$ cat src/hdl/ast_regs.vh
// Register map, field positions and constants of the serial interface.
`ifndef AST_REGS_VH
`define AST_REGS_VH

// Word indices; the byte address is four times the index.
`define AST_IDX_CTRL1 6'h13
`define AST_IDX_CTRL2 6'h14
`define AST_IDX_CTRL3 6'h15
`define AST_IDX_STAT1 6'h16
`define AST_IDX_STAT2 6'h17
`define AST_IDX_DATA  6'h18
`define AST_IDX_BAUD  6'h19
`define AST_IDX_ISTAT 6'h1a
`define AST_IDX_IMASK 6'h1b

// Control one fields.
`define AST_C1_EN   6
`define AST_C1_INV  5
`define AST_C1_M    4
// Control two fields.
`define AST_C2_TIE  7
`define AST_C2_TCIE 6
`define AST_C2_RIE  5
`define AST_C2_TE   3
`define AST_C2_RE   2
`define AST_C2_SBK  0
// Control three fields.
`define AST_C3_R8   7
`define AST_C3_T8   6
`define AST_C3_WMSK 8'h4f
// Baud select fields.
`define AST_BAUD_WMSK 8'h37
`define AST_PRE_HI  5
`define AST_PRE_LO  4
`define AST_DIV_HI  2

// Reset values.
`define AST_CTRL_RST 8'h00
`define AST_BAUD_RST 8'h00

// Sticky interrupt status bit positions.
`define AST_EV_TBE 0
`define AST_EV_TC  1
`define AST_EV_RF  2
`define AST_EV_NF  3

// Bit timing in ticks of the sampling clock; frame lengths in bits.
`define AST_TICK_LAST 4'hf
`define AST_SMP_A     4'h7
`define AST_SMP_B     4'h8
`define AST_SMP_C     4'h9
`define AST_LEN8      4'ha
`define AST_LEN9      4'hb
`endif

$ cat src/hdl/ast_baud_gen.v
// Shared baud generator producing the sixteen-times sampling tick.
`timescale 1ns/1ps
`include "ast_regs.vh"

module ast_baud_gen #(
   parameter BASE_DIV = 1
) (
   pclk,
   presetn,
   run,
   baud_sel,
   tick
);
   input  wire       pclk;
   input  wire       presetn;
   input  wire       run;
   input  wire [7:0] baud_sel;
   output reg        tick;

   reg  [15:0] cnt_q;
   wire [15:0] pre;
   wire [31:0] lim_w;
   wire [15:0] lim;

   // Prescale 1..4 times a power of two 1..128 gives 32 settings but only 18 distinct rates.
   assign pre   = {14'h0000, baud_sel[`AST_PRE_HI:`AST_PRE_LO]} + 16'h0001;
   // The product is formed wide and cut to the counter's width on purpose.
   assign lim_w = ((pre << baud_sel[`AST_DIV_HI:0]) * BASE_DIV) - 32'h0000_0001;
   assign lim   = lim_w[15:0];

   // Divider counter; one pulse each time it wraps.
   always @(posedge pclk or negedge presetn) begin
      if (!presetn) begin
         cnt_q <= 16'h0000;
         tick  <= 1'b0;
      end else if (!run) begin
         cnt_q <= 16'h0000;
         tick  <= 1'b0;
      end else if (cnt_q >= lim) begin
         cnt_q <= 16'h0000;
         tick  <= 1'b1;
      end else begin
         cnt_q <= cnt_q + 16'h0001;
         tick  <= 1'b0;
      end
   end
endmodule

$ cat src/hdl/ast_serial_tx.v
// Asynchronous serial interface with APB registers and transmit path.
//
// Design decision made here: the APB interface to the registers.
`timescale 1ns/1ps
`include "ast_regs.vh"

module ast_serial_tx #(
   parameter BASE_DIV = 1
) (
   pclk,
   presetn,
   psel,
   penable,
   pwrite,
   paddr,
   pwdata,
   prdata,
   pready,
   pslverr,
   port_pin_zero_o,
   port_pin_zero_oe,
   port_pin_one_i,
   pins_owned,
   tx_irq,
   rx_irq,
   irq
);
   input  wire        pclk;
   input  wire        presetn;
   input  wire        psel;
   input  wire        penable;
   input  wire        pwrite;
   input  wire [7:0]  paddr;
   input  wire [31:0] pwdata;
   output reg  [31:0] prdata;
   output reg         pready;
   output reg         pslverr;
   output reg         port_pin_zero_o;
   output reg         port_pin_zero_oe;
   input  wire        port_pin_one_i;
   output reg         pins_owned;
   output reg         tx_irq;
   output reg         rx_irq;
   output reg         irq;

   localparam TX_IDLE  = 1'b0;
   localparam TX_SHIFT = 1'b1;
   localparam RX_IDLE  = 1'b0;
   localparam RX_RECV  = 1'b1;

   // True when the word address selects the given register index.
   function hit;
      input [7:0] a;
      input [5:0] idx;
      begin
         hit = (a[7:2] == idx);
      end
   endfunction

   // Frame length in bits, start and stop included.
   function [3:0] frame_len;
      input m;
      begin
         frame_len = m ? `AST_LEN9 : `AST_LEN8;
      end
   endfunction

   reg  [7:0]  ctrl1_q;
   reg  [7:0]  ctrl2_q;
   reg  [7:0]  ctrl3_q;
   reg  [7:0]  baud_q;
   reg  [7:0]  txbuf_q;
   reg  [3:0]  ist_q;
   reg  [3:0]  imask_q;
   reg         tbe_q;
   reg         tc_q;
   reg         armed_q;
   reg         te_prev_q;
   reg         sbk_prev_q;
   reg         pre_q;
   reg         tx_st_q;
   reg  [10:0] tsh_q;
   reg  [3:0]  tbits_q;
   reg  [3:0]  tsub_q;
   reg         rx_s1_q;
   reg         rx_s2_q;
   reg         rx_s3_q;
   reg         rx_st_q;
   reg  [3:0]  rsub_q;
   reg  [3:0]  rbits_q;
   reg  [9:0]  rsh_q;
   reg  [2:0]  rsmp_q;
   reg         rnoise_q;
   reg  [8:0]  rxbuf_q;
   reg         rf_q;
   reg         nf_q;
   reg         rarmed_q;
   reg  [7:0]  rd_mux;
   reg         mapped;
   wire        tick;
   wire        acc;
   wire        done;
   wire        wr;
   wire        rd;
   wire        en;
   wire        inv;
   wire        m9;
   wire        te;
   wire        sbk;
   wire        tx_go;
   wire        ld_pre;
   wire        ld_brk;
   wire        ld_dat;
   wire        bit_end;
   wire        last_bit;
   wire        dat_wr;
   wire [7:0]  stat1;
   wire [3:0]  ev;
   wire        rx_bit;
   wire        maj;
   wire        r_end;
   wire        r_last;

   assign en  = ctrl1_q[`AST_C1_EN];
   assign inv = ctrl1_q[`AST_C1_INV];
   assign m9  = ctrl1_q[`AST_C1_M];
   assign te  = ctrl2_q[`AST_C2_TE];
   assign sbk = ctrl2_q[`AST_C2_SBK];

   // ****************************************************************
   // APB slave: one wait state, then a registered answer.
   // ****************************************************************

   assign acc  = psel & penable;
   assign done = acc & pready;
   assign wr   = done & pwrite;
   assign rd   = done & ~pwrite;

   assign stat1 = {tbe_q, tc_q, rf_q, 2'b00, nf_q, 2'b00};

   // Read multiplexer and address decode.
   always @* begin
      mapped = 1'b1;
      rd_mux = 8'h00;
      if (hit(paddr, `AST_IDX_CTRL1)) begin
         rd_mux = ctrl1_q;
      end else if (hit(paddr, `AST_IDX_CTRL2)) begin
         rd_mux = ctrl2_q;
      end else if (hit(paddr, `AST_IDX_CTRL3)) begin
         rd_mux = {rxbuf_q[8], ctrl3_q[6:0]};
      end else if (hit(paddr, `AST_IDX_STAT1)) begin
         rd_mux = stat1;
      end else if (hit(paddr, `AST_IDX_STAT2)) begin
         rd_mux = 8'h00;
      end else if (hit(paddr, `AST_IDX_DATA)) begin
         rd_mux = rxbuf_q[7:0];
      end else if (hit(paddr, `AST_IDX_BAUD)) begin
         rd_mux = baud_q;
      end else if (hit(paddr, `AST_IDX_ISTAT)) begin
         rd_mux = {4'h0, ist_q};
      end else if (hit(paddr, `AST_IDX_IMASK)) begin
         rd_mux = {4'h0, imask_q};
      end else begin
         mapped = 1'b0;
      end
   end

   // Answer is raised in the second access cycle and held one cycle.
   always @(posedge pclk or negedge presetn) begin
      if (!presetn) begin
         pready  <= 1'b0;
         pslverr <= 1'b0;
         prdata  <= 32'h0000_0000;
      end else begin
         pready  <= acc & ~pready;
         pslverr <= acc & ~pready & ~mapped;
         if (acc & ~pready & ~pwrite) begin
            prdata <= {24'h00_0000, rd_mux};
         end
      end
   end

   // Writable control, baud and mask registers.
   always @(posedge pclk or negedge presetn) begin
      if (!presetn) begin
         ctrl1_q <= `AST_CTRL_RST;
         ctrl2_q <= `AST_CTRL_RST;
         ctrl3_q <= `AST_CTRL_RST;
         baud_q  <= `AST_BAUD_RST;
         imask_q <= 4'h0;
      end else if (wr) begin
         if (hit(paddr, `AST_IDX_CTRL1)) begin
            ctrl1_q <= pwdata[7:0];
         end
         if (hit(paddr, `AST_IDX_CTRL2)) begin
            ctrl2_q <= pwdata[7:0];
         end
         if (hit(paddr, `AST_IDX_CTRL3)) begin
            ctrl3_q <= pwdata[7:0] & `AST_C3_WMSK;
         end
         if (hit(paddr, `AST_IDX_BAUD)) begin
            baud_q <= pwdata[7:0] & `AST_BAUD_WMSK;
         end
         if (hit(paddr, `AST_IDX_IMASK)) begin
            imask_q <= pwdata[3:0];
         end
      end
   end

   // ****************************************************************
   // Shared baud generator.
   // ****************************************************************

   // Both directions count the same tick.
   ast_baud_gen #(
      .BASE_DIV (BASE_DIV)
   ) u_baud (
      .pclk     (pclk),
      .presetn  (presetn),
      .run      (en),
      .baud_sel (baud_q),
      .tick     (tick)
   );

   // ****************************************************************
   // Transmit buffer and its flags.
   // ****************************************************************

   assign dat_wr = wr & hit(paddr, `AST_IDX_DATA);

   // Buffer write and the status-then-data clear sequence.
   always @(posedge pclk or negedge presetn) begin
      if (!presetn) begin
         txbuf_q <= 8'h00;
         armed_q <= 1'b0;
         tbe_q   <= 1'b1;
      end else begin
         if (dat_wr) begin
            txbuf_q <= pwdata[7:0];
         end
         if (rd & hit(paddr, `AST_IDX_STAT1)) begin
            armed_q <= 1'b1;
         end else if (dat_wr) begin
            armed_q <= 1'b0;
         end
         if (ld_dat) begin
            tbe_q <= 1'b1;
         end else if (dat_wr & armed_q) begin
            tbe_q <= 1'b0;
         end
      end
   end

   // ****************************************************************
   // Transmit shifter.
   // ****************************************************************

   assign tx_go   = en & te & (tx_st_q == TX_IDLE);
   assign ld_pre  = tx_go & pre_q;
   assign ld_brk  = tx_go & ~pre_q & sbk;
   assign ld_dat  = tx_go & ~pre_q & ~sbk & ~tbe_q;
   assign bit_end = tick & (tsub_q == `AST_TICK_LAST);
   assign last_bit = (tbits_q == 4'h1);

   // A preamble is queued when the transmitter turns on or break ends.
   always @(posedge pclk or negedge presetn) begin
      if (!presetn) begin
         te_prev_q  <= 1'b0;
         sbk_prev_q <= 1'b0;
         pre_q      <= 1'b0;
      end else begin
         te_prev_q  <= te & en;
         sbk_prev_q <= sbk;
         if ((te & en & ~te_prev_q) | (sbk_prev_q & ~sbk)) begin
            pre_q <= 1'b1;
         end else if (ld_pre) begin
            pre_q <= 1'b0;
         end
      end
   end

   // Load, shift once per sixteen ticks, return to idle at the end.
   always @(posedge pclk or negedge presetn) begin
      if (!presetn) begin
         tx_st_q <= TX_IDLE;
         tsh_q   <= 11'h7ff;
         tbits_q <= 4'h0;
         tsub_q  <= 4'h0;
      end else if (!en) begin
         tx_st_q <= TX_IDLE;
         tsub_q  <= 4'h0;
      end else begin
         case (tx_st_q)
            TX_IDLE: begin
               tsub_q  <= 4'h0;
               tbits_q <= frame_len(m9);
               if (ld_pre) begin
                  tsh_q   <= 11'h7ff;
                  tx_st_q <= TX_SHIFT;
               end else if (ld_brk) begin
                  tsh_q   <= 11'h000;
                  tx_st_q <= TX_SHIFT;
               end else if (ld_dat) begin
                  // Stop one on top, start zero at the bottom.
                  tsh_q   <= {1'b1, (m9 ? ctrl3_q[`AST_C3_T8] : 1'b1),
                              txbuf_q, 1'b0};
                  tx_st_q <= TX_SHIFT;
               end
            end
            TX_SHIFT: begin
               if (tick) begin
                  tsub_q <= tsub_q + 4'h1;
               end
               if (bit_end) begin
                  tsh_q   <= {1'b1, tsh_q[10:1]};
                  tbits_q <= tbits_q - 4'h1;
                  if (last_bit) begin
                     tx_st_q <= TX_IDLE;
                  end
               end
            end
            default: begin
               tx_st_q <= TX_IDLE;
            end
         endcase
      end
   end

   // Pin drive: idle one, inverted on request, released when disabled.
   always @(posedge pclk or negedge presetn) begin
      if (!presetn) begin
         port_pin_zero_o  <= 1'b1;
         port_pin_zero_oe <= 1'b0;
         pins_owned       <= 1'b0;
      end else begin
         port_pin_zero_o  <= ((tx_st_q == TX_SHIFT) ? tsh_q[0] : 1'b1)
                             ^ inv;
         port_pin_zero_oe <= en;
         pins_owned       <= en;
      end
   end

   // Complete when buffer and shifter are empty and nothing is queued.
   always @(posedge pclk or negedge presetn) begin
      if (!presetn) begin
         tc_q <= 1'b1;
      end else begin
         tc_q <= tbe_q & (tx_st_q == TX_IDLE) & ~pre_q & ~sbk;
      end
   end

   // ****************************************************************
   // Receiver with three-sample noise check.
   // ****************************************************************

   // Two-stage synchroniser, plus a third stage for edge detection.
   always @(posedge pclk or negedge presetn) begin
      if (!presetn) begin
         rx_s1_q <= 1'b1;
         rx_s2_q <= 1'b1;
         rx_s3_q <= 1'b1;
      end else begin
         rx_s1_q <= port_pin_one_i;
         rx_s2_q <= rx_s1_q;
         rx_s3_q <= rx_s2_q;
      end
   end

   assign rx_bit = rx_s2_q;
   assign maj    = (rsmp_q[0] & rsmp_q[1]) | (rsmp_q[1] & rsmp_q[2]) |
                   (rsmp_q[0] & rsmp_q[2]);
   assign r_end  = tick & (rsub_q == `AST_TICK_LAST);
   assign r_last = (rbits_q == 4'h1);

   // Receive state machine, sampling ticks seven, eight and nine.
   always @(posedge pclk or negedge presetn) begin
      if (!presetn) begin
         rx_st_q  <= RX_IDLE;
         rsub_q   <= 4'h0;
         rbits_q  <= 4'h0;
         rsh_q    <= 10'h000;
         rsmp_q   <= 3'h7;
         rnoise_q <= 1'b0;
      end else if (!(en & ctrl2_q[`AST_C2_RE])) begin
         rx_st_q <= RX_IDLE;
      end else begin
         case (rx_st_q)
            RX_IDLE: begin
               rsub_q   <= 4'h0;
               rnoise_q <= 1'b0;
               rbits_q  <= frame_len(m9);
               if (rx_s3_q & ~rx_bit) begin
                  rx_st_q <= RX_RECV;
               end
            end
            RX_RECV: begin
               if (tick) begin
                  rsub_q <= rsub_q + 4'h1;
                  if (rsub_q == `AST_SMP_A) begin
                     rsmp_q[0] <= rx_bit;
                  end
                  if (rsub_q == `AST_SMP_B) begin
                     rsmp_q[1] <= rx_bit;
                  end
                  if (rsub_q == `AST_SMP_C) begin
                     rsmp_q[2] <= rx_bit;
                  end
               end
               if (r_end) begin
                  rsh_q   <= {maj, rsh_q[9:1]};
                  rbits_q <= rbits_q - 4'h1;
                  if (rsmp_q != 3'h0 && rsmp_q != 3'h7) begin
                     rnoise_q <= 1'b1;
                  end
                  if (r_last) begin
                     rx_st_q <= RX_IDLE;
                  end
               end
            end
            default: begin
               rx_st_q <= RX_IDLE;
            end
         endcase
      end
   end

   // Receive buffer and flags, cleared by status read then data read.
   always @(posedge pclk or negedge presetn) begin
      if (!presetn) begin
         rxbuf_q  <= 9'h000;
         rf_q     <= 1'b0;
         nf_q     <= 1'b0;
         rarmed_q <= 1'b0;
      end else begin
         if (rd & hit(paddr, `AST_IDX_STAT1)) begin
            rarmed_q <= 1'b1;
         end else if (rd & hit(paddr, `AST_IDX_DATA)) begin
            rarmed_q <= 1'b0;
         end
         if ((rx_st_q == RX_RECV) & r_end & r_last) begin
            rxbuf_q <= m9 ? rsh_q[9:1] : {1'b0, rsh_q[9:2]};
            rf_q    <= 1'b1;
            nf_q    <= rnoise_q | (rsmp_q != 3'h0 && rsmp_q != 3'h7);
         end else if (rd & hit(paddr, `AST_IDX_DATA) & rarmed_q) begin
            rf_q <= 1'b0;
            nf_q <= 1'b0;
         end
      end
   end

   // ****************************************************************
   // Interrupts.
   // ****************************************************************

   assign ev = {(rx_st_q == RX_RECV) & r_end & r_last &
                (rnoise_q | (rsmp_q != 3'h0 && rsmp_q != 3'h7)),
                (rx_st_q == RX_RECV) & r_end & r_last,
                tbe_q & ~tc_q & (tx_st_q == TX_IDLE) & ~pre_q & ~sbk,
                ld_dat};

   // Sticky status, write one to clear; a new event beats the clear.
   always @(posedge pclk or negedge presetn) begin
      if (!presetn) begin
         ist_q <= 4'h0;
      end else if (wr & hit(paddr, `AST_IDX_ISTAT)) begin
         ist_q <= (ist_q & ~pwdata[3:0]) | ev;
      end else begin
         ist_q <= ist_q | ev;
      end
   end

   // Separate transmit and receive requests plus the masked summary.
   always @(posedge pclk or negedge presetn) begin
      if (!presetn) begin
         tx_irq <= 1'b0;
         rx_irq <= 1'b0;
         irq    <= 1'b0;
      end else begin
         tx_irq <= (tbe_q & ctrl2_q[`AST_C2_TIE]) |
                   (tc_q & ctrl2_q[`AST_C2_TCIE]);
         rx_irq <= rf_q & ctrl2_q[`AST_C2_RIE];
         irq    <= |(ist_q & imask_q);
      end
   end
endmodule

$ cat config.mk
export PLATFORM = sky130hd
export DESIGN_NAME = ast_serial_tx
export DESIGN_NICKNAME = d
export VERILOG_FILES = /design/src/hdl/ast_baud_gen.v /design/src/hdl/ast_serial_tx.v
export VERILOG_INCLUDE_DIRS = /design/src /design/src/hdl
export SDC_FILE = /design/constraint.sdc
export NUM_CORES = 1
export LEC_CHECK = 0
export BUFFER_PORTS_ARGS = -buffer_cell sky130_fd_sc_hd__buf_4
export CAP_MARGIN = 20
export CORE_MARGIN = 2
export CORE_UTILIZATION = 53
export CTS_CLUSTER_SIZE = 40
export DETAILED_ROUTE_END_ITERATION = 7
export PLACE_DENSITY = 0.76
export SLEW_MARGIN = 0
export SYNTH_ARGS = -nofsm -noshare
export SYNTH_HDL_FRONTEND = slang
export SYNTH_SLANG_ARGS = --single-unit
$ cat constraint.sdc
create_clock -name pclk -period 3.4 [get_ports pclk]
set_input_delay 0.68 -clock pclk [delete_from_list [all_inputs] [get_ports pclk]]
set_output_delay 0.68 -clock pclk [all_outputs]
set_load 0.01 [all_outputs]
==> impl_results.md, run 1 <==
- Gate count of the mapped netlist: 719
- Initial drt markers: 438
- DRT Pass-1 Iters: 5
- Period utilisation layout: 92.3%
- Placer Congestion: 0.871
- CP Launch Type: flip-flop
- # setup viols final: 0
- Die Height: 121 um
- DRC viols: 0
- Clock Skew: 0.00624 ns
- Synth Flop Type: dfrtp_1
- Worst-path fanout max: 16
- Worst VDD drop: 376 uV
- Htree depth: 4
- Post-synthesis sequential area ratio: 47.2%
- Final std cell area, no fill: 8210 um2
- Rows: 42
- Setup TNS: 0 ns
- Area leader, netlist: dfrtp_1
- GRT Total Usage: 23.8%
- Crit Path Category: reg2reg
- Initial core utilization: 54.8%
- Status: finished clean
- Worst-Margin Slew: 0.849 ns
- Layout cells sized above 1: 22.0%
- Mean routed wirelength per cell: 17.4 um
- Top-count cell post-synth: dfrtp_1
- Register Area: 3450 um2
- Synth top cells by count: dfrtp_1, nand2_1, nor2_1, mux2_2, o21ai_0
- Fin crit period: 3.14 ns
- Core Area: 13,300 um2
- Post-synth cell types: 68
- Setup slack after layout: 0.260 ns
- Clock Latency Late Sink: 0.43 ns
- Nets@finish: 824
- Fmax: 318 MHz
- Clock buffer depth: 2
- Leak pwr: 3.64 nW
- Port Buf Inserts: 35
- Clock Pin Slew Worst Setup and Hold Paths: 0.06 ns
- Layout overhead on the synthesized area: 12.2%
- Detailed placement HPWL: 11.4 mm
- Setup Buffers After CTS: 0
- Critical Path Sink Type: flip-flop
- Final antenna-violating net count: 0
- Sink Count: 137
- Post-Place Cells: 908
- Max-slew headroom: 43.4%
- Clock tree from TritonCTS: built
- Synth warn: 0
- Top cells by area, synth: dfrtp_1, mux2_2, dfstp_2
- Mapped Area: 7320 um2
- Final-layout fill cell count: 1,068
- Routed WL: 16.4 mm
- Share of the synthesized area in the top cell type: 40.0%
- Initial antenna violation count: 0
- Worst Path Required: 3.71 ns
- Final Hold Fails: 0
- Die X: 121 um
- Max cap viols: 0
- Area of the multi-input gates: 3540 um2
- Clock root cell: clkbuf_16
- Final Non-Filler Cells: 940
- # hold bufs at CTS: 0
- Power per cell area: 441 nW/um2
- Top Ports: 86
- Unrepaired setup endpoints after global routing: no
- Via-to-Cell Ratio: 5.80
- Hold WC Path Type: in2async
- Max-slew violations: 0
- Largest net degree at the start of global routing: 77
- Yosys reg bits: 137
- Post-CTS Resized: 0
- Vias post-DR: 5,456
- Vias in the first global route: 5,384
- EDFF count, synth: 0
- Area of the die: 14,800 um2
- CTS Buf Count: 17
- Crit path DAT: 3.45 ns
- First-pass GRT wire length: 27.0 mm
- Final global-route overflow total: 0
- Setup WS pre-CTS: 0.0556 ns
- Syn Area/Cell: 10.2 um2
- Post-synth ARST share: 100%
- Dpl cell area: 7660 um2
- # diodes: 0
[cells by family after synthesis]
logic type      Yosys count  share of synthesized area [%]
mux                      76                           11.8
buf+inv                  81                           5.76
fa+ha+maj                28                           4.75
simple gates            229                           15.3
other cells               1                         0.0513
compound gates          147                           12.7
xor+xnor                 20                           2.39
flops                   137                           47.2
[flip-flops by register name, indices dropped and copies added, names as in the netlist, 3 cells and up]
name          count
txbuf_q           8
rsub_q            4
rsmp_q            3
ctrl3_q           5
tsh_q            11
ctrl1_q           8
prdata            8
rxbuf_q           9
rbits_q           4
tsub_q            4
ctrl2_q           8
u_baud.cnt_q     16
tbits_q           4
imask_q           4
baud_q            5
ist_q             4
rsh_q             9
[layout by cell type, fill, tap and decap left out, types with 3 or more instances in the layout]
cell type,n
dfrtp_1,117
nand2_1,75
nor2_1,57
mux2_2,49
o21ai_0,46
buf_4,43
a21oi_1,30
ha_1,27
inv_1,24
conb_1,24
nand3_1,21
mux2i_1,20
dfstp_2,20
clkbuf_16,17
xor2_1,15
nor3_1,13
nand4_1,13
a31oi_1,9
a22oi_1,9
nand2b_1,8
a211oi_1,7
nor2b_1,7
a21o_1,7
o22ai_1,7
nor3b_1,6
a22o_1,6
mux2_4,6
and3_1,5
xnor2_1,5
clkbuf_1,5
o2111ai_1,4
clkinv_2,4
and4_1,3
nor4_1,3
clkbuf_8,3
[final cells by class]
type / count / area share [%]
multi-input combinational: 524 / 43.2
sequential: 137 / 42.1
clock buffer: 25 / 5.92
timing repair buffer: 46 / 4.45
tap: 176 / 2.68
inverter: 25 / 1.14
clock inverter: 7 / 0.534
[stage by stage]
| step | power [mW] | utilization [%] | hold WS, ns |
|---|---|---|---|
| 3_5_place_dp | 1.99 | 57.4 | 0.354 |
| 2_1_floorplan | 1.88 | - | 0.345 |
| 6_report | 3.62 | 61.5 | 0.234 |
| 5_1_grt | 3.76 | 61.5 | 0.277 |
| 4_1_cts | 3.65 | 61.4 | 0.242 |
| 3_3_place_gp | 1.98 | 57.4 | 0.348 |
[where the power goes]
part / switching (mW) / internal (mW)
Sequential: 0.0300 / 1.67
Clock: 0.671 / 0.984
Combinational: 0.159 / 0.105
Total: 0.860 / 2.76
[metal layers]
metal,global-route usage (%),vias to the layer above,wire length [um]
met3,5.40,36,785
met1,30.6,2667,7140
met4,11.1,0,462
li1,-,2578,-
met5,0,-,0
met2,38.4,175,8010
[path summary, 6_finish.rpt]
path	startpoint	to	slack (ns)	depth (start not counted)
worst max-delay path	baud_q[5]$_DFFE_PN0P_	u_baud.cnt_q[5]$_DFF_PN0_	0.26	14
min in group pclk	rx_s1_q$_DFF_PN1_	rx_bit$_DFF_PN1_	0.36	0
max in group asynchronous	presetn	rx_s1_q$_DFF_PN1_	2.33	2
worst min-delay path	presetn	txbuf_q[1]$_DFFE_PN0P_	0.23	1
worst min register to register	rx_s1_q$_DFF_PN1_	rx_bit$_DFF_PN1_	0.36	0
worst max register to register	baud_q[5]$_DFFE_PN0P_	u_baud.cnt_q[5]$_DFF_PN0_	0.26	14
[critical path, cell delays in order, from the launching register on]
cell	delay, ns
dfrtp_1	0.42
ha_1	0.31
nor2b_1	0.20
o21ai_0	0.13
ha_1	0.25
buf_4	0.16
a2111oi_1	0.33
a311oi_1	0.10
ha_1	0.30
o21a_1	0.11
o211ai_1	0.07
a31o_2	0.25
a21oi_2	0.15
buf_6	0.18
nor2_1	0.07
No activity file was read; power rests on OpenSTA's default activity.
==> run 2: changes to the inputs <==
==> constraint.sdc (replaced) <==
create_clock -name pclk -period 3.4 [get_ports pclk]
set_input_delay 0.51 -clock pclk [delete_from_list [all_inputs] [get_ports pclk]]
set_output_delay 0.51 -clock pclk [all_outputs]
set_load 0.1 [all_outputs]
==> impl_results.md, run 2 (synthesized netlist as in run 1, its figures left out) <==
- Status: finished clean (unchanged)
- Commonest non-fill, non-tap cell in the layout: dfrtp_1 (unchanged)
- Area of the die: 14,800 um2 (unchanged)
- Most frequent cells in the layout: dfrtp_1, nand2_1, nor2_1, mux2_2, o21ai_0 (unchanged)
- Clock root cell: clkbuf_16 (unchanged)
- Final std cell area, no fill: 8230 um2 (was 8210 um2)
- # setup viols final: 0 (unchanged)
- Clock Latency Late Sink: 0.43 ns (about the same)
- Vias in the first global route: 5,427 (was 5,384)
- Via-to-Cell Ratio: 5.82 (was 5.80)
- Top Ports: 86 (unchanged)
- Clock tree from TritonCTS: built (unchanged)
- Fin crit period: 3.18 ns (was 3.14 ns)
- DRT Pass-1 Iters: 5 (unchanged)
- Fmax: 314 MHz (was 318 MHz)
- Clock Skew: 0.0109 ns (was 0.00624 ns)
- Mean routed wirelength per cell: 17.6 um (was 17.4 um)
- Crit Path Category: reg2reg (unchanged)
- Nets@finish: 824 (unchanged)
- GRT Total Usage: 24.1% (was 23.8%)
- Initial drt markers: 371 (was 438)
- Setup WS pre-CTS: 0.188 ns (was 0.0556 ns)
- Final Hold Fails: 0 (unchanged)
- First-pass GRT wire length: 27.6 mm (was 27.0 mm)
- # diodes: 0 (unchanged)
- Power per cell area: 483 nW/um2 (was 441 nW/um2)
- R2r startpoint: baud_q[5]$_DFFE_PN0P_ (unchanged)
- Max reg flops: 16 (unchanged)
- Initial core utilization: 54.8% (unchanged)
- Max-slew headroom: 42.1% (was 43.4%)
- DRC viols: 0 (unchanged)
- Layout cells sized above 1: 21.9% (was 22.0%)
- Leak pwr: 3.66 nW (was 3.64 nW)
- Rows: 42 (unchanged)
- Setup slack after layout: 0.215 ns (was 0.260 ns)
- Final global-route overflow total: 0 (unchanged)
- Max cap viols: 0 (unchanged)
- Largest net degree at the start of global routing: 77 (unchanged)
- Core Area: 13,300 um2 (unchanged)
- Final antenna-violating net count: 0 (unchanged)
- Hold WC Path Type: in2async (unchanged)
- Max-slew violations: 0 (unchanged)
- Final Util: 61.7% (was 61.5%)
- Initial antenna violation count: 0 (unchanged)
- CTS Buf Count: 17 (unchanged)
- Vias post-DR: 5,471 (was 5,456)
- # hold bufs at CTS: 0 (unchanged)
- CP Launch Type: flip-flop (unchanged)
- Period utilisation layout: 93.7% (was 92.3%)
- Dpl cell area: 7660 um2 (unchanged)
- R2r worst-path depth: 14 (unchanged)
- Final-layout fill cell count: 1,086 (was 1,068)
- Crit path DAT: 3.49 ns (was 3.45 ns)
- Critical Path Sink Type: flip-flop (unchanged)
- Setup Buffers After CTS: 0 (unchanged)
- Detailed placement HPWL: 11.5 mm (was 11.4 mm)
- Routed WL: 16.5 mm (was 16.4 mm)
- FF-to-FF End: u_baud.cnt_q[12]$_DFF_PN0_ (was u_baud.cnt_q[5]$_DFF_PN0_)
- Post-CTS Resized: 0 (unchanged)
- Worst Path Required: 3.71 ns (about the same)
- Worst-path fanout max: 16 (unchanged)
- Worst-Margin Slew: 0.869 ns (was 0.849 ns)
- Die X: 121 um (unchanged)
- Clock buffer depth: 2 (unchanged)
- Clock Pin Slew Worst Setup and Hold Paths: 0.06 ns (about the same)
- Die Height: 121 um (unchanged)
- Worst R2R Setup Slack: 0.22 ns (was 0.26 ns)
- Top reg by flops: u_baud.cnt_q (unchanged)
- Largest regs: u_baud.cnt_q (16), tsh_q (11) (unchanged)
- Port Buf Inserts: 35 (unchanged)
- Htree depth: 4 (unchanged)
- Placer Congestion: 0.854 (was 0.871)
- Layout overhead on the synthesized area: 12.5% (was 12.2%)
- Sink Count: 137 (unchanged)
- Worst VDD drop: 372 uV (was 376 uV)
==> run 2: routing by layer <==
layer  up-vias  share of wire, %  GRT usage, %
met3        37               6.1          6.16
met2       174                49          39.6
met1      2691                42          30.4
li1       2569                 -             -
met4         0               2.7          10.1
met5         -                 0             0
==> run 2: critical path, cell delays in order (launching register included) <==
cell and delay (ns):
dfrtp_1 0.41, ha_1 0.30, nor2b_1 0.22, o21ai_0 0.13, ha_1 0.25, buf_4 0.17, a2111oi_1 0.38, a311oi_1 0.10
ha_1 0.29, o21a_1 0.10, o211ai_1 0.08, a31o_2 0.25, a21oi_2 0.12, buf_4 0.21, nor2_1 0.07
==> run 2: metrics by stage <==
step	total power, mW	setup TNS, ns	std cells	hold WS, ns
after CTS	4.00	0	940	0.0804
after global placement	2.23	0	908	0.348
final	3.98	0	940	0.0695
after floorplan	2.12	0	742	0.214
after global routing	4.11	-0.00920	940	0.110
after detailed placement	2.24	0	908	0.354
==> run 2: power by group <==
group | internal [mW] | total [mW] | switching [mW]
Clock | 1.08 | 1.76 | 0.678
Sequential | 1.67 | 1.70 | 0.0294
Combinational | 0.106 | 0.513 | 0.407
Total | 2.86 | 3.98 | 1.11
==> run 2: worst max-delay path by stage <==
stage | startpoint | end | slack (ns) | depth (start not counted)
global placement | baud_q[5]$_DFFE_PN0P_ | u_baud.cnt_q[12]$_DFF_PN0_ | 0.26 | 13
floorplan | baud_q[4]$_DFFE_PN0P_ | u_baud.cnt_q[10]$_DFF_PN0_ | 0.10 | 16
global route | baud_q[5]$_DFFE_PN0P_ | u_baud.cnt_q[14]$_DFF_PN0_ | -0.009 | 14
detailed placement | baud_q[5]$_DFFE_PN0P_ | u_baud.cnt_q[5]$_DFF_PN0_ | 0.19 | 13
CTS | baud_q[5]$_DFFE_PN0P_ | u_baud.cnt_q[12]$_DFF_PN0_ | 0.17 | 13
finish | baud_q[5]$_DFFE_PN0P_ | u_baud.cnt_q[12]$_DFF_PN0_ | 0.22 | 14
==> run 2: cell type report <==
type	instances	area, um2	area share (%)
clock inverters	6	65.1	0.790
repair buffers	46	362	4.39
inverters	25	93.8	1.14
well taps	176	220	2.68
clock buffers	26	499	6.06
multi-input cells	524	3540	43.0
flip-flops and latches	137	3450	42.0
==> run 3: changes to the inputs <==
REMOVE_ABC_BUFFERS = 1   (was default)
==> impl_results.md, run 3 (synthesized netlist as in run 1, its figures left out) <==
- Nets@finish: 826 (was 824)
- Die X: 121 um (unchanged)
- Worst-Margin Slew: 1.03 ns (was 0.869 ns)
- Detailed placement HPWL: 11.0 mm (was 11.5 mm)
- Commonest non-fill, non-tap cell in the layout: dfrtp_1 (unchanged)
- Largest regs: u_baud.cnt_q (16), tsh_q (11) (unchanged)
- Initial antenna violation count: 0 (unchanged)
- Final global-route overflow total: 0 (unchanged)
- Via-to-Cell Ratio: 5.85 (was 5.82)
- Status: finished clean (unchanged)
- Placer Congestion: 0.867 (was 0.854)
- Clock buffer depth: 2 (unchanged)
- Port Buf Inserts: 35 (unchanged)
- Top Ports: 86 (unchanged)
- R2r worst-path depth: 15 (was 14)
- Initial core utilization: 54.8% (unchanged)
- Core Area: 13,300 um2 (unchanged)
- Most frequent cells in the layout: dfrtp_1, nand2_1, nor2_1, mux2_2, buf_4 (was dfrtp_1, nand2_1, nor2_1, mux2_2, o21ai_0)
- # setup viols final: 0 (unchanged)
- Final std cell area, no fill: 8300 um2 (was 8230 um2)
- R2r startpoint: baud_q[5]$_DFFE_PN0P_ (unchanged)
- Vias post-DR: 5,513 (was 5,471)
- Final antenna-violating net count: 0 (unchanged)
- GRT Total Usage: 23.6% (was 24.1%)
- Worst-path fanout max: 16 (unchanged)
- Post-Place Cells: 910 (was 908)
- Initial drt markers: 461 (was 371)
- Period utilisation layout: 91.0% (was 93.7%)
- Setup crit end: u_baud.cnt_q[14]$_DFF_PN0_ (was u_baud.cnt_q[12]$_DFF_PN0_)
- Max-slew violations: 0 (unchanged)
- Dpl cell area: 7670 um2 (was 7660 um2)
- Fmax: 323 MHz (was 314 MHz)
- Rows: 42 (unchanged)
- Clock root cell: clkbuf_16 (unchanged)
- FF-to-FF End: u_baud.cnt_q[14]$_DFF_PN0_ (was u_baud.cnt_q[12]$_DFF_PN0_)
- Clock tree from TritonCTS: built (unchanged)
- Setup Buffers After CTS: 0 (unchanged)
- Mean routed wirelength per cell: 17.1 um (was 17.6 um)
- Area of the multi-input gates: 3550 um2 (was 3540 um2)
- Register Area: 3450 um2 (unchanged)
- Max reg flops: 16 (unchanged)
- Die Height: 121 um (unchanged)
- Crit path DAT: 3.40 ns (was 3.49 ns)
- Fin crit period: 3.09 ns (was 3.18 ns)
- Final-layout fill cell count: 1,075 (was 1,086)
- # diodes: 0 (unchanged)
- Power per cell area: 497 nW/um2 (was 483 nW/um2)
- Clock Skew: 0.0111 ns (was 0.0109 ns)
- Leak pwr: 3.68 nW (was 3.66 nW)
- CTS Buf Count: 17 (unchanged)
- Layout overhead on the synthesized area: 13.5% (was 12.5%)
- Final Hold Fails: 0 (unchanged)
- Htree depth: 4 (unchanged)
- First-pass GRT wire length: 27.2 mm (was 27.6 mm)
- Worst Path Required: 3.70 ns (was 3.71 ns)
- DRT Pass-1 Iters: 7 (was 5)
- Area of the die: 14,800 um2 (unchanged)
- CP Launch Type: flip-flop (unchanged)
- Crit Path Category: reg2reg (unchanged)
- Worst R2R Setup Slack: 0.31 ns (was 0.22 ns)
- Top reg by flops: u_baud.cnt_q (unchanged)
- Vias in the first global route: 5,546 (was 5,427)
- Critical Path Sink Type: flip-flop (unchanged)
- Routed WL: 16.1 mm (was 16.5 mm)
- Largest net degree at the start of global routing: 88 (was 77)
- CP startpoint: baud_q[5]$_DFFE_PN0P_ (unchanged)
- Layout cells sized above 1: 22.5% (was 21.9%)
- Sink Count: 137 (unchanged)
- Final Non-Filler Cells: 942 (was 940)
- Hold WC Path Type: in2async (unchanged)
- WHS: 0.158 ns (was 0.0695 ns)
- Worst VDD drop: 336 uV (was 372 uV)
- Max-slew headroom: 31.6% (was 42.1%)
- DRC viols: 0 (unchanged)
- Clock Latency Late Sink: 0.42 ns (was 0.43 ns)
- Clock Pin Slew Worst Setup and Hold Paths: 0.06 ns (about the same)
- Max cap viols: 0 (unchanged)
==> run 3: cell count changes in the layout (fill, tap and decap cells not counted), sizes merged <==
cell      previous run  this run
clkbuf              26        20
bufinv               1         3
inv                 24        29
clkinvlp             1         4
clkinv               5         1
buf                 46        48
==> run 3: metrics by stage <==
stage / setup slack [ns] / power, mW / utilization (%) / setup TNS (ns)
floorplan: -0.126 / 2.09 / - / -1.94
global placement: 0.243 / 2.23 / 57.5 / 0
detailed placement: 0.0346 / 2.24 / 57.5 / 0
CTS: 0.0494 / 4.15 / 62.1 / 0
global route: -0.0211 / 4.26 / 62.2 / -0.0763
finish: 0.305 / 4.13 / 62.2 / 0
==> run 3: timing repair <==
| item | in CTS | in global routing |
|---|---|---|
| pin swaps | 0 | 1 |
| hold buffers | 0 | 0 |
| hold endpoints to repair | 0 | 0 |
| setup endpoints to repair | 3 | 16 |
| gates resized for setup | 1 | 4 |
==> run 3: layout make-up <==
class	instances	share of cell area [%]
Clock buffer	20	5.38
Multi-Input combinational cell	524	42.7
Clock inverter	12	1.97
Inverter	25	1.13
Tap cell	176	2.65
Timing Repair Buffer	48	4.54
Sequential cell	137	41.6
==> run 3: layer usage <==
| layer | track usage [%] | vias to the layer above | share of wire (%) |
|---|---|---|---|
| met5 | 0 | - | 0 |
| met4 | 10.9 | 0 | 3.0 |
| met1 | 31.3 | 2702 | 45 |
| met2 | 37.3 | 200 | 47 |
| li1 | - | 2573 | - |
| met3 | 4.98 | 38 | 5.3 |
==> run 3: worst min path at each step <==
stage,cells past startpoint,start,to,slack (ns)
6_report,1,presetn,txbuf_q[5]$_DFFE_PN0P_,0.16
5_1_grt,1,port_pin_one_i,rx_s1_q$_DFF_PN1_,0.18
4_1_cts,1,presetn,txbuf_q[5]$_DFFE_PN0P_,0.18
3_5_place_dp,0,rx_s1_q$_DFF_PN1_,rx_bit$_DFF_PN1_,0.35
3_3_place_gp,0,rx_s1_q$_DFF_PN1_,rx_bit$_DFF_PN1_,0.35
2_1_floorplan,0,presetn,armed_q$_DFFE_PN0P_,0.21
==> run 3: report_power, final <==
part	leakage [nW]	switching [mW]	internal [mW]
clock	0.285	0.736	1.18
sequential	1.78	0.0279	1.67
combinational	1.62	0.403	0.107
==> run 3: worst max-delay path, cell delays in order, from the launching register on <==
cell and delay (ns):
dfrtp_1 0.40, ha_1 0.29, nor2b_1 0.24, o21ai_2 0.12, ha_4 0.22, a21boi_0 0.12
buf_4 0.15, a211oi_1 0.23, a21oi_1 0.09, ha_1 0.30, o2111ai_1 0.12, a31oi_1 0.22
nor2_1 0.06, a21oi_1 0.12, buf_4 0.22, nor2_1 0.07
